--- config.mk ---
export PLATFORM = sky130hd
export DESIGN_NAME = string_engine
export DESIGN_NICKNAME = d
export VERILOG_FILES = /design/src/pkg/string_ops_pkg.sv /design/src/core/string_engine.sv
export SDC_FILE = /design/constraint.sdc
export NUM_CORES = 1
export LEC_CHECK = 0
export BUFFER_PORTS_ARGS = -buffer_cell sky130_fd_sc_hd__buf_2
export CAP_MARGIN = 20
export CORE_AREA = 2 2 193 195
export DETAILED_ROUTE_END_ITERATION = 10
export DIE_AREA = 0 0 195 197
export GPL_TIMING_DRIVEN = 1
export HOLD_SLACK_MARGIN = 0.06
export PLACE_DENSITY = 0.88
export SETUP_SLACK_MARGIN = 0.05
export SLEW_MARGIN = 10
export SYNTH_ARGS = -nofsm -noshare
export SYNTH_HDL_FRONTEND = slang
export SYNTH_HIERARCHICAL = 1
export SYNTH_SLANG_ARGS = --single-unit
--- constraint.sdc ---
create_clock -name clock -period 9.61 [get_ports clock]
set_input_delay 1.4415 -clock clock [delete_from_list [all_inputs] [get_ports clock]]
set_output_delay 1.4415 -clock clock [all_outputs]
set_load 0.03 [all_outputs]
--- src/pkg/string_ops_pkg.sv ---
package string_ops_pkg;
  localparam int ADDR_W = 16;
  localparam int LEN_W = 18;
  localparam logic [15:0] ERR_CODE = 16'h1A32;
  localparam logic [LEN_W-1:0] LEN_LIMIT = 18'h08000;
  localparam logic [7:0] ZERO_BYTE = 8'h00;
  localparam logic [15:0] NULL_WORD = 16'h0000;
  localparam int LIT_MAX_CHARS = 32;
  localparam int FIFO_DEPTH = 4;

  typedef enum logic [1:0] {
    op_join,
    byte_count_op,
    tail_extract_op
  } op_kind_t;

  typedef struct packed {
    op_kind_t    op;
    logic        pulse;
    logic [15:0] first_source_head;
    logic [15:0] second_source_head;
    logic [15:0] dest_head;
    logic [15:0] dest_words;
    logic [15:0] source_end;
    logic [15:0] count;
  } instr_t;

  typedef struct packed {
    logic        rd;
    logic        wr;
    logic [15:0] addr;
    logic [15:0] wdata;
  } mem_req_t;
endpackage

--- src/core/string_engine.sv ---
// Operation
// - Join writes second string after first at destination.
// - Source string ends before first zero byte.
// - First terminator dropped; second string follows directly.
// - Zero terminator appended after joined string.
// - Odd joined count: terminator in high byte.
// - Even joined count: zero word follows.
// - Error sets flag and stores error code.
// - Join errors when destination too small.
// - Join errors when operand heads coincide.
// - Missing terminator within source range errors.
// - Byte count written as 16-bit binary.
// - Count is in bytes, not characters.
// - Byte count at or above limit errors.
// - Tail extract copies last n bytes.
// - Zero count writes a null word.
// - Terminator appended after extracted bytes.
// - Odd extract: high byte; even: zero word.
// - Two bytes per word, first in low byte.
// - Negative or oversized extract count errors.
// - Continuous runs each scan; pulse once per rise.
`timescale 1ns/1ps

module byte_fifo #(
  parameter int WIDTH = 8,
  parameter int DEPTH = 4
) (
  input  wire logic             clock,
  input  wire logic             sys_rst,
  input  wire logic             in_valid,
  input  wire logic [WIDTH-1:0] in_data,
  output logic                  in_ready,
  output logic                  out_valid,
  output logic      [WIDTH-1:0] out_data,
  input  wire logic             out_ready
);
  localparam int PW = $clog2(DEPTH);
  logic [WIDTH-1:0] store [DEPTH];
  logic [PW-1:0]    wptr;
  logic [PW-1:0]    rptr;
  logic [PW:0]      fill;
  logic             push;
  logic             pop;

  assign in_ready  = fill != (PW+1)'(DEPTH);
  assign out_valid = fill != '0;
  assign out_data  = store[rptr];
  assign push      = in_valid && in_ready;
  assign pop       = out_valid && out_ready;

  always_ff @(posedge clock) begin
    if (push) begin
      store[wptr] <= in_data;
    end
  end

  always_ff @(posedge clock) begin
    if (sys_rst) begin
      wptr <= '0;
      rptr <= '0;
      fill <= '0;
    end else begin
      if (push) begin
        wptr <= (wptr == PW'(DEPTH-1)) ? '0 : wptr + 1'b1;
      end
      if (pop) begin
        rptr <= (rptr == PW'(DEPTH-1)) ? '0 : rptr + 1'b1;
      end
      fill <= fill + (PW+1)'(push) - (PW+1)'(pop);
    end
  end
endmodule // byte_fifo

module string_engine
  import string_ops_pkg::*;
(
  input  wire logic                     clock,
  input  wire logic                     sys_rst,
  input  string_ops_pkg::instr_t        instr,
  input  wire logic                     scan_strobe,
  input  wire logic                     cond,
  output string_ops_pkg::mem_req_t      mem_req,
  input  wire logic [15:0]              mem_rdata,
  input  wire logic                     error_flag_clear,
  output logic                          busy,
  output logic                          done,
  output logic                          operation_error_flag,
  output logic [15:0]                   error_code_word
);
  import string_ops_pkg::*;
  typedef enum logic [2:0] {st_idle, st_scan, st_check, st_len_wr, st_copy, st_term, st_done} state_t;
  state_t           state;
  instr_t           q;
  logic             prev_cond;
  logic             start;
  logic [16:0]      scan_addr;
  logic             scan_second;
  logic [1:0]       phase;
  logic [LEN_W-1:0] len1;
  logic [LEN_W-1:0] len2;
  logic [LEN_W-1:0] out_len;
  logic             err_set;
  logic             chk_err;
  logic [15:0]      rd_base;
  logic [LEN_W-1:0] rd_idx;
  logic [LEN_W-1:0] rd_left;
  logic             rd_seg;
  logic             hold_v;
  logic [7:0]       hold_b;
  logic             f_in_ready;
  logic             f_out_valid;
  logic [7:0]       f_out_data;
  logic             f_out_ready;
  logic             have_lo;
  logic [7:0]       lo_byte;
  logic             wr_pend;
  logic [15:0]      wr_word;
  logic [15:0]      wr_addr;
  logic [LEN_W-1:0] popped;
  function automatic logic [7:0] pick_byte(input logic [15:0] w, input logic hi);
    return hi ? w[15:8] : w[7:0];
  endfunction
  function automatic logic [LEN_W-1:0] words_needed(input logic [LEN_W-1:0] n);
    return (n >> 1) + 1'b1;
  endfunction
  // A scan that arrives while busy is dropped; the sequencer re-issues it next scan.
  assign start = scan_strobe && cond && (!instr.pulse || !prev_cond) && state == st_idle;
  always_comb begin
    chk_err = 1'b0;
    case (q.op)
      op_join: begin
        chk_err = (q.first_source_head == q.second_source_head) || (q.first_source_head == q.dest_head) ||
                  (q.second_source_head == q.dest_head);
        if (words_needed(len1 + len2) > LEN_W'(q.dest_words)) begin
          chk_err = 1'b1;
        end
      end
      byte_count_op: chk_err = len1 >= LEN_LIMIT;
      tail_extract_op: begin
        chk_err = q.count[15] || LEN_W'(q.count) > len1 ||
                  words_needed(LEN_W'(q.count)) > LEN_W'(q.dest_words);
      end
      default: chk_err = 1'b1;
    endcase
  end

  assign f_out_ready = state == st_copy && !wr_pend;
  byte_fifo #(.WIDTH(8), .DEPTH(FIFO_DEPTH)) u_fifo (
    .clock     (clock),
    .sys_rst   (sys_rst),
    .in_valid  (hold_v),
    .in_data   (hold_b),
    .in_ready  (f_in_ready),
    .out_valid (f_out_valid),
    .out_data  (f_out_data),
    .out_ready (f_out_ready)
  );
  always_ff @(posedge clock) begin
    if (sys_rst) begin
      prev_cond <= 1'b0;
    end else if (scan_strobe) begin
      prev_cond <= cond;
    end
  end
  // Datapath words are always loaded before they are read, so besides q and mem_req only control state is reset.
  always_ff @(posedge clock) begin
    if (sys_rst) begin
      state       <= st_idle;
      q           <= '0;
      mem_req     <= '0;
      busy        <= 1'b0;
      done        <= 1'b0;
      err_set     <= 1'b0;
      phase       <= '0;
      rd_seg      <= 1'b0;
      hold_v      <= 1'b0;
      have_lo     <= 1'b0;
      wr_pend     <= 1'b0;
    end else begin
      mem_req.rd <= 1'b0;
      mem_req.wr <= 1'b0;
      done       <= 1'b0;
      err_set    <= 1'b0;
      case (state)
        st_idle: begin
          if (start) begin
            q           <= instr;
            busy        <= 1'b1;
            scan_addr   <= {1'b0, instr.first_source_head};
            scan_second <= 1'b0;
            len1        <= '0;
            len2        <= '0;
            phase       <= '0;
            state       <= st_scan;
          end
        end
        st_scan: begin
          // Source is measured word by word before any write, so an error leaves the destination alone.
          case (phase)
            2'd0: begin
              if (scan_addr > {1'b0, q.source_end}) begin
                err_set <= 1'b1;
                state   <= st_done;
              end else begin
                mem_req.rd   <= 1'b1;
                mem_req.addr <= scan_addr[15:0];
                phase        <= 2'd1;
              end
            end
            2'd1: phase <= 2'd2;
            default: begin
              phase <= '0;
              if (pick_byte(mem_rdata, 1'b0) == ZERO_BYTE ||
                  pick_byte(mem_rdata, 1'b1) == ZERO_BYTE) begin
                if (scan_second) begin
                  len2 <= len2 + LEN_W'(pick_byte(mem_rdata, 1'b0) != ZERO_BYTE);
                  state <= st_check;
                end else begin
                  len1 <= len1 + LEN_W'(pick_byte(mem_rdata, 1'b0) != ZERO_BYTE);
                  if (q.op == op_join) begin
                    scan_second <= 1'b1;
                    scan_addr   <= {1'b0, q.second_source_head};
                  end else begin
                    state <= st_check;
                  end
                end
              end else begin
                scan_addr <= scan_addr + 1'b1;
                if (scan_second) begin
                  len2 <= len2 + 2'd2;
                end else begin
                  len1 <= len1 + 2'd2;
                end
              end
            end
          endcase
        end
        st_check: begin
          wr_addr <= q.dest_head;
          have_lo <= 1'b0;
          popped  <= '0;
          if (chk_err) begin
            err_set <= 1'b1;
            state   <= st_done;
          end else if (q.op == byte_count_op) begin
            state <= st_len_wr;
          end else if (q.op == op_join) begin
            out_len <= len1 + len2;
            rd_idx  <= '0;
            rd_base <= (len1 == '0) ? q.second_source_head : q.first_source_head;
            rd_left <= (len1 == '0) ? len2 : len1;
            rd_seg  <= len1 == '0;
            state   <= st_copy;
          end else begin
            out_len <= LEN_W'(q.count);
            rd_base <= q.first_source_head;
            rd_idx  <= len1 - LEN_W'(q.count);
            rd_left <= LEN_W'(q.count);
            rd_seg  <= 1'b1;
            state   <= st_copy;
          end
        end
        st_len_wr: begin
          mem_req.wr    <= 1'b1;
          mem_req.addr  <= q.dest_head;
          mem_req.wdata <= len1[15:0];
          state         <= st_done;
        end
        st_copy: begin
          if (hold_v && f_in_ready) begin
            hold_v <= 1'b0;
          end
          case (phase)
            2'd0: begin
              if (wr_pend) begin
                mem_req.wr    <= 1'b1;
                mem_req.addr  <= wr_addr;
                mem_req.wdata <= wr_word;
                wr_addr       <= wr_addr + 1'b1;
                wr_pend       <= 1'b0;
              end else if (rd_left != '0 && !hold_v) begin
                mem_req.rd   <= 1'b1;
                mem_req.addr <= rd_base + rd_idx[16:1];
                phase        <= 2'd1;
              end
            end
            2'd1: phase <= 2'd2;
            default: begin
              phase  <= '0;
              hold_v <= 1'b1;
              hold_b <= pick_byte(mem_rdata, rd_idx[0]);
              if (rd_left == LEN_W'(1) && !rd_seg) begin
                rd_seg  <= 1'b1;
                rd_base <= q.second_source_head;
                rd_idx  <= '0;
                rd_left <= len2;
              end else begin
                rd_idx  <= rd_idx + 1'b1;
                rd_left <= rd_left - 1'b1;
              end
            end
          endcase
          if (f_out_valid && f_out_ready) begin
            popped <= popped + 1'b1;
            if (have_lo) begin
              wr_word <= {f_out_data, lo_byte};
              wr_pend <= 1'b1;
              have_lo <= 1'b0;
            end else begin
              lo_byte <= f_out_data;
              have_lo <= 1'b1;
            end
          end else if (popped == out_len && !wr_pend && phase == 2'd0) begin
            state <= st_term;
          end
        end
        st_term: begin
          mem_req.wr   <= 1'b1;
          mem_req.addr <= wr_addr;
          // Odd count closes the half-filled word; even count needs a fresh null word.
          mem_req.wdata <= have_lo ? {ZERO_BYTE, lo_byte} : NULL_WORD;
          state <= st_done;
        end
        default: begin
          busy  <= 1'b0;
          done  <= 1'b1;
          state <= st_idle;
        end
      endcase
    end
  end

  always_ff @(posedge clock) begin
    if (sys_rst) begin
      operation_error_flag <= 1'b0;
      error_code_word      <= '0;
    end else begin
      if (err_set) begin
        operation_error_flag <= 1'b1;
        error_code_word      <= ERR_CODE;
      end else if (error_flag_clear) begin
        operation_error_flag <= 1'b0;
      end
    end
  end
  a_port_exclusive: assert property (@(posedge clock) disable iff (sys_rst) !(mem_req.rd && mem_req.wr))
    else $error("read and write together");
  a_error_code_set: assert property (@(posedge clock) disable iff (sys_rst)
    err_set |=> operation_error_flag && error_code_word == ERR_CODE) else $error("error code not stored");
  a_no_write_err: assert property (@(posedge clock) disable iff (sys_rst)
    (state == st_check && chk_err) |-> ##1 !mem_req.wr ##1 !mem_req.wr) else $error("write after error");
  a_count_value: assert property (@(posedge clock) disable iff (sys_rst)
    (mem_req.wr && q.op == byte_count_op) |-> mem_req.wdata == len1[15:0] && mem_req.addr == q.dest_head)
    else $error("bad byte count write");
  a_dest_bound: assert property (@(posedge clock) disable iff (sys_rst)
    (mem_req.wr && q.op != byte_count_op) |-> 16'(mem_req.addr - q.dest_head) < q.dest_words)
    else $error("write outside destination");
  a_term_even: assert property (@(posedge clock) disable iff (sys_rst)
    (state == st_done && mem_req.wr && q.op != byte_count_op && !have_lo) |-> mem_req.wdata == NULL_WORD)
    else $error("even terminator wrong");
  a_term_odd: assert property (@(posedge clock) disable iff (sys_rst)
    (state == st_done && mem_req.wr && q.op != byte_count_op && have_lo) |->
    mem_req.wdata == {ZERO_BYTE, lo_byte}) else $error("odd terminator wrong");
  a_pulse_once: assert property (@(posedge clock) disable iff (sys_rst)
    (!busy && scan_strobe && cond && instr.pulse && prev_cond) |=> !busy) else $error("pulse op repeated");
endmodule // string_engine

# --- Word level (Yosys, flattened, before mapping) ---
# Memory sizes are Yosys's and may differ from the RTL's. A register that Yosys moved wholly into a read port is not among the register bits.
# Cells that the tools add are included.
op_classes:
  bitwise: 6
  muxes: 115
  order_cmp: 5
  n_eq_ne: 43
  n_reduce_logical: 61
  addsub: 18
ops:
  columns: ["op", "n"]
  rows:
  - ["$mux W18", 21]
  - ["$mux W16", 14]
  - ["$pmux W18 S2", 5]
  - ["$mux W17", 5]
  - ["$pmux W16 S2", 2]
  - ["$pmux W16 S4", 1]
  - ["$eq A16 B16 Y1", 3]
  - ["$pmux W16 S3", 1]
  - ["$add A18 B1 Y18", 2]
  - ["$add A18 B1 Y18 const B", 2]
  - ["$add A18 B2 Y18 const B", 2]
  - ["$reduce_and A5 Y1", 7]
  - ["$mux W34", 1]
  - ["$pmux W17 S2", 1]
  - ["$mux W1", 32]
  - ["$mux W3", 9]
  - ["$ne A2 B2 Y1 const B", 13]
  - ["$ne A3 B3 Y1 const B", 8]
  - ["$add A17 B1 Y18 const B", 1]
  - ["$add A18 B18 Y18", 1]
  - ["$eq A18 B1 Y1 const B", 1]
  - ["$eq A18 B18 Y1", 1]
  - ["$ge A18 B16 Y1 const B", 1]
  - ["$gt A16 B18 Y1", 1]
  - ["49 further kinds", 113]
word_totals:
  inputBits: 120
  register_bits: 344
  out_inout_bits: 53
  memories: 1
  word_cells: 289
  mem_bits_rw: 32
mem_list:
  columns: ["memory", "depth", "word_bits", "read_ports", "rd_clocked_by_memory_dff", "wr", "line_no", "text"]
  rows:
  - ["u_fifo.store", 4, 8, 1, 1, 1, "string_engine.sv:38", "logic [WIDTH-1:0] store [DEPTH];"]

# --- Longest topological paths before layout ---
depth:
  depth_word: 7
  ltp_mapped: 21
  ltp_nobuf: 21

# --- Modules after synthesis ---
# The synthesis kept the hierarchy.
by_module_without_submodules:
  columns: ["module", "cells_per_inst", "seq_area_each_um2", "area_per_inst_um2", "instances"]
  rows:
  - ["string_engine", 2323, 8618.3, 20377.0, 1]
  - ["byte_fifo", 91, 1141.1, 1631.6, 1]

# --- Least setup slack after synthesis ---
# No wires, ideal clock.
synth_path:
  kind: "flip-flop to flip-flop"
  startpoint: "register len1[0]"
  endpoint: "register rd_idx[0] (enable)"
  setup_slack_ps: 2733
  t_arrival_ps: 6450
  path_stages_with_launch: 22
  setup_ps: 427
  n_path_buf: 0
  period_less_slack_ps: 6877
  t_required_ps: 9183
  cell_sequence: "edfxtp_1 -> ha_1 -> fa_1 -> a211o_1 -> a21oi_1 -> o21bai_1 -> xnor2_1 -> or3_4 -> or4_2 -> nor4bb_1 -> xnor2_1 -> ha_1 -> and4_1 -> nand4_1 -> nor4_1 -> a21oi_1 -> a21oi_1 -> nand3b_1 -> mux2i_1 -> a21o_1 -> a32oi_2 -> nor2_1"
synth_via:
  elab_chain_len: 7
  elab_cells_between_ends: 11
  classes_between: "2 x add/sub; 3 x order compare; 1 x eq/ne; 2 x mux; 3 x reduce/logical"
synth_rtl:
  columns: ["item", "line_no", "text"]
  rows:
  - ["from (decl)", "string_engine.sv:99", "logic [LEN_W-1:0] len1;"]
  - ["from (signal assigned)", "string_engine.sv:219", "len1 <= len1 + LEN_W'(pick_byte(mem_rdata, 1'b0) != ZERO_BYTE);"]
  - ["from (signal assigned)", "string_engine.sv:232", "len1 <= len1 + 2'd2;"]
  - ["$add A18 B18 Y18", "string_engine.sv:134", "if (words_needed(len1 + len2) > LEN_W'(q.dest_words)) begin"]
  - ["$add A17 B1 Y18", "string_engine.sv:124", "return (n >> 1) + 1'b1;"]
  - ["$gt A18 B16 Y1", "string_engine.sv:134", null]
  - ["$mux W1", "string_engine.sv:134", null]
  - ["$pmux W1 S3 (*)", "string_engine.sv:130", "case (q.op)"]
  - ["$ne A2 B2 Y1 (no line) (*)", null, null]
  - ["$reduce_and A5 Y1 (no line) (*)", null, null]
  - ["to (signal assigned)", "string_engine.sv:257", "rd_idx <= len1 - LEN_W'(q.count);"]
  - ["to (signal assigned)", "string_engine.sv:298", "rd_idx <= rd_idx + 1'b1;"]
  - ["to (decl)", "string_engine.sv:105", "logic [LEN_W-1:0] rd_idx;"]
# Every way passes the cells marked *; elsewhere a longest branch is shown, timed or not.
# A chain may end at the register's enable or synchronous reset.

# --- Worst setup path after layout ---
layout_path:
  startpoint: "register len1[0]"
  endpoint: "register rd_idx[9] (enable)"
# The elaborated chain is that of the path after synthesis.

==> flow_summary.json <==
{
  "top_level_ports": 173,
  "floorplan.initialDensity": 0.607,
  "max-slew-margin-rel": 0.233,
  "insertion_delay_ns": 0.59,
  "detail_route.wl_per_cell_um": 22.5,
  "drtPass1Iterations": 8,
  "grt_pass1_wl_mm": 104,
  "grt_setup_unrepaired": "false",
  "worst_clock_skew_ns": 0.0175,
  "max-vdd-ir-drop_mv": 0.194,
  "cts.root.buffer_cell": "sky130_fd_sc_hd__clkbuf_16",
  "report.power.total_mw": 5.76,
  "postCtsHoldBufs": 0,
  "most_used_flip_flop_cell_after_synthesis": "sky130_fd_sc_hd__edfxtp_1",
  "clkSinkCount": 377,
  "tritoncts.num_buffers": 41,
  "antenna_violating_nets_post_route": 0,
  "cts_h_tree_lvls": 2,
  "place.gp.congestion": 1.00,
  "worstSetupEndpointType": "register",
  "detail_route.vias_per_cell": 6.33,
  "critPathRequiredTime_ns": 9.87,
  "final-max-slew-violation-count": 0,
  "syn_area_cell_um2": 9.12,
  "synth_top_cell_area_share": 0.302,
  "globalRoute.totalOverflow": 0,
  "timing.setup.tns_ns": 0,
  "cpPeakStageDelay_ns": 0.68,
  "detailed_route_via_count": 19201,
  "synth_edf_count": 221,
  "final_cell_count_no_fill": 3032,
  "place.port_buffers": 162,
  "drt_iter0_drc": 2593,
  "mostFrequentLayoutCells": "sky130_fd_sc_hd__nand2_1 (424), sky130_fd_sc_hd__a21oi_1 (229), sky130_fd_sc_hd__edfxtp_1 (221)",
  "timing.final.crit_share": 0.741,
  "hpwlAfterDp_mm": 50.9,
  "die_h_um": 197,
  "ys.warnings.count": 6,
  "pin_count_of_the_biggest_net_entering_global_routing": 103,
  "detail_route.drc_violations": 0,
  "max_freq_mhz": 140,
  "yosys.area.top_type": "sky130_fd_sc_hd__edfxtp_1",
  "final-hold-violation-count": 0,
  "worst_pin_slew_ns": 1.14,
  "tritoncts_clock_tree": "built",
  "postCtsResizedCells": 0,
  "max_cap_viol_count": 0,
  "detail_route.wirelength_mm": 68.2,
  "critical-path-slowest-cell": "sky130_fd_sc_hd__or4_2",
  "p_leak_nw": 9.37,
  "preCtsSetupSlack_ns": 2.57,
  "synth.cell_area_um2": 22000,
  "postSynthRegisterBits": 377,
  "synth_area_leaders": "sky130_fd_sc_hd__edfxtp_1 (30%), sky130_fd_sc_hd__dfxtp_1 (14%), sky130_fd_sc_hd__nand2_1 (7.3%), sky130_fd_sc_hd__ha_1 (6.8%), sky130_fd_sc_hd__xor2_1 (5.3%)",
  "post-cts-setup-buffers": 0,
  "layout.cells.most_common": "sky130_fd_sc_hd__nand2_1",
  "area_growth_pct": 11.4,
  "post_synth_inst_count": 2414,
  "run_status": "completed",
  "cts.path.max_buffers": 3,
  "synth_seq_area_share": 0.443,
  "power_per_cell_area_nw_per_um2": 235,
  "critical_path.most_common_cell": "sky130_fd_sc_hd__a21oi_1",
  "startpoint_types": "register",
  "fin_nets": 2774,
  "number_of_antenna_violations_at_the_first_check_in_global_routing": 2,
  "finalSetupViolations": 0,
  "share_of_cells_above_drive_strength_1": 0.126,
  "postLayoutSetupSlackWorst_ns": 2.49,
  "min_path_type": "reg -> reg",
  "worst-setup-path-type": "reg -> reg",
  "fp-row-count": 70,
  "design.die.area_um2": 38400,
  "grt.total_usage": 0.352,
  "final.min_clock_period_ns": 7.12,
  "arrival_time_reported_for_the_critical_path_endpoint_ns": 7.38,
  "asr_flop_ratio_synth": 0,
  "die_x_um": 195,
  "critPathMaxFanout": 22,
  "timing.critical_path.cells": "ha_1, fa_1, a211o_1, a21oi_1, o21bai_1, xnor2_1, or3_4, or4_2, nor4bb_1, xnor2_1, ha_1, and4_1, nand4_1, nor4_1, a21oi_1, a21oi_1, nand3b_1, mux2i_1, a21o_1, a32oi_2, nor2_2, buf_4",
  "first_global_vias": 18099,
  "yosys.cell_types.count": 81,
  "core_area_um2": 36300,
  "clk_pin_slew_worst_paths_ns": 0.06,
  "dpl.cell_count": 2953
}
==> power breakdown <==
part | switching, mW | total (mW) | internal, mW
clock | 0.687 | 1.58 | 0.894
combinational | 1.32 | 1.99 | 0.665
sequential | 0.256 | 2.19 | 1.94
==> sequential cells by signal (all words and copies together) (netlist names), 18 cells and up, named ones only <==
name and cells:
out_len 18, q 98, mem_req 34, u_fifo/store 32
len1 18, popped 18, rd_left 18, len2 18
==> critical path, delay by kind of cell (launching register included) <==
kind	cells	cell delay (ns)
simple gates	8	2.84
compound gates	7	1.24
fa+ha+maj	3	1.02
flops	1	0.52
mux	1	0.42
buf+inv	1	0.41
xor+xnor	2	0.33
==> synth_stat cells, drive strengths merged (8+ instances only) <==
cell / n
a211oi: 12
nor2b: 21
mux4: 8
ha: 120
edfxtp: 221
nand4: 25
nor3: 44
xnor2: 93
o21ai: 131
a21oi: 229
and3: 22
nor2: 173
a21o: 27
dfxtp: 156
xor2: 132
o22ai: 13
o211ai: 31
a22oi: 15
buf: 26
inv: 90
nor4: 36
mux2: 24
nand2: 427
clkbuf: 99
o21a: 11
nand3: 64
or3: 28
==> layout make-up <==
class,count,area [um^2]
antenna,1,2.50
clock buffer,56,1170
clock inverter,20,168
fill,2872,11700
inverter,90,338
multi-input combinational,1831,11500
sequential,377,9760
tap,468,586
timing repair buffer,189,1040
==> path summary, 6_finish.rpt <==
| kind | from | endpoint | slack [ns] | cells past startpoint |
|---|---|---|---|---|
| min | lo_byte[1] | wr_word[1] | 0.45 | 0 |
| max reg2reg | len1[0] | rd_idx[9] | 2.49 | 22 |
| max | len1[0] | rd_idx[9] | 2.49 | 22 |
| min reg2reg | lo_byte[1] | wr_word[1] | 0.45 | 0 |
==> logic make-up after synthesis <==
kind of cell / count (synthesis) / share of synthesized area
other: 1 / 0.000170
adder cells (fa/ha/maj): 124 / 0.0719
AND/OR/NAND/NOR: 887 / 0.182
buffers and inverters: 215 / 0.0397
XOR/XNOR: 225 / 0.0895
AO/OA/AOI/OAI: 547 / 0.150
flip-flops: 377 / 0.443
multiplexers: 38 / 0.0232
==> per-layer routing <==
layer | vias to the layer above | wire length (um) | global-route usage
li1 | 8817 | - | -
met1 | 9084 | 27700 | 0.497
met2 | 1145 | 30000 | 0.542
met3 | 155 | 8360 | 0.0782
met4 | 0 | 2100 | 0.111
met5 | - | 0 | 0
==> metrics by stage <==
stage               instance area [um^2]   util  hold WS [ns]
floorplan                          22000      -         0.427
global placement                   23100  0.638         0.437
detailed placement                 23100  0.638         0.436
CTS                                24500  0.675         0.449
global route                       24500  0.676         0.457
finish                             24500  0.676         0.450
No activity file was read; power rests on OpenSTA's default activity.
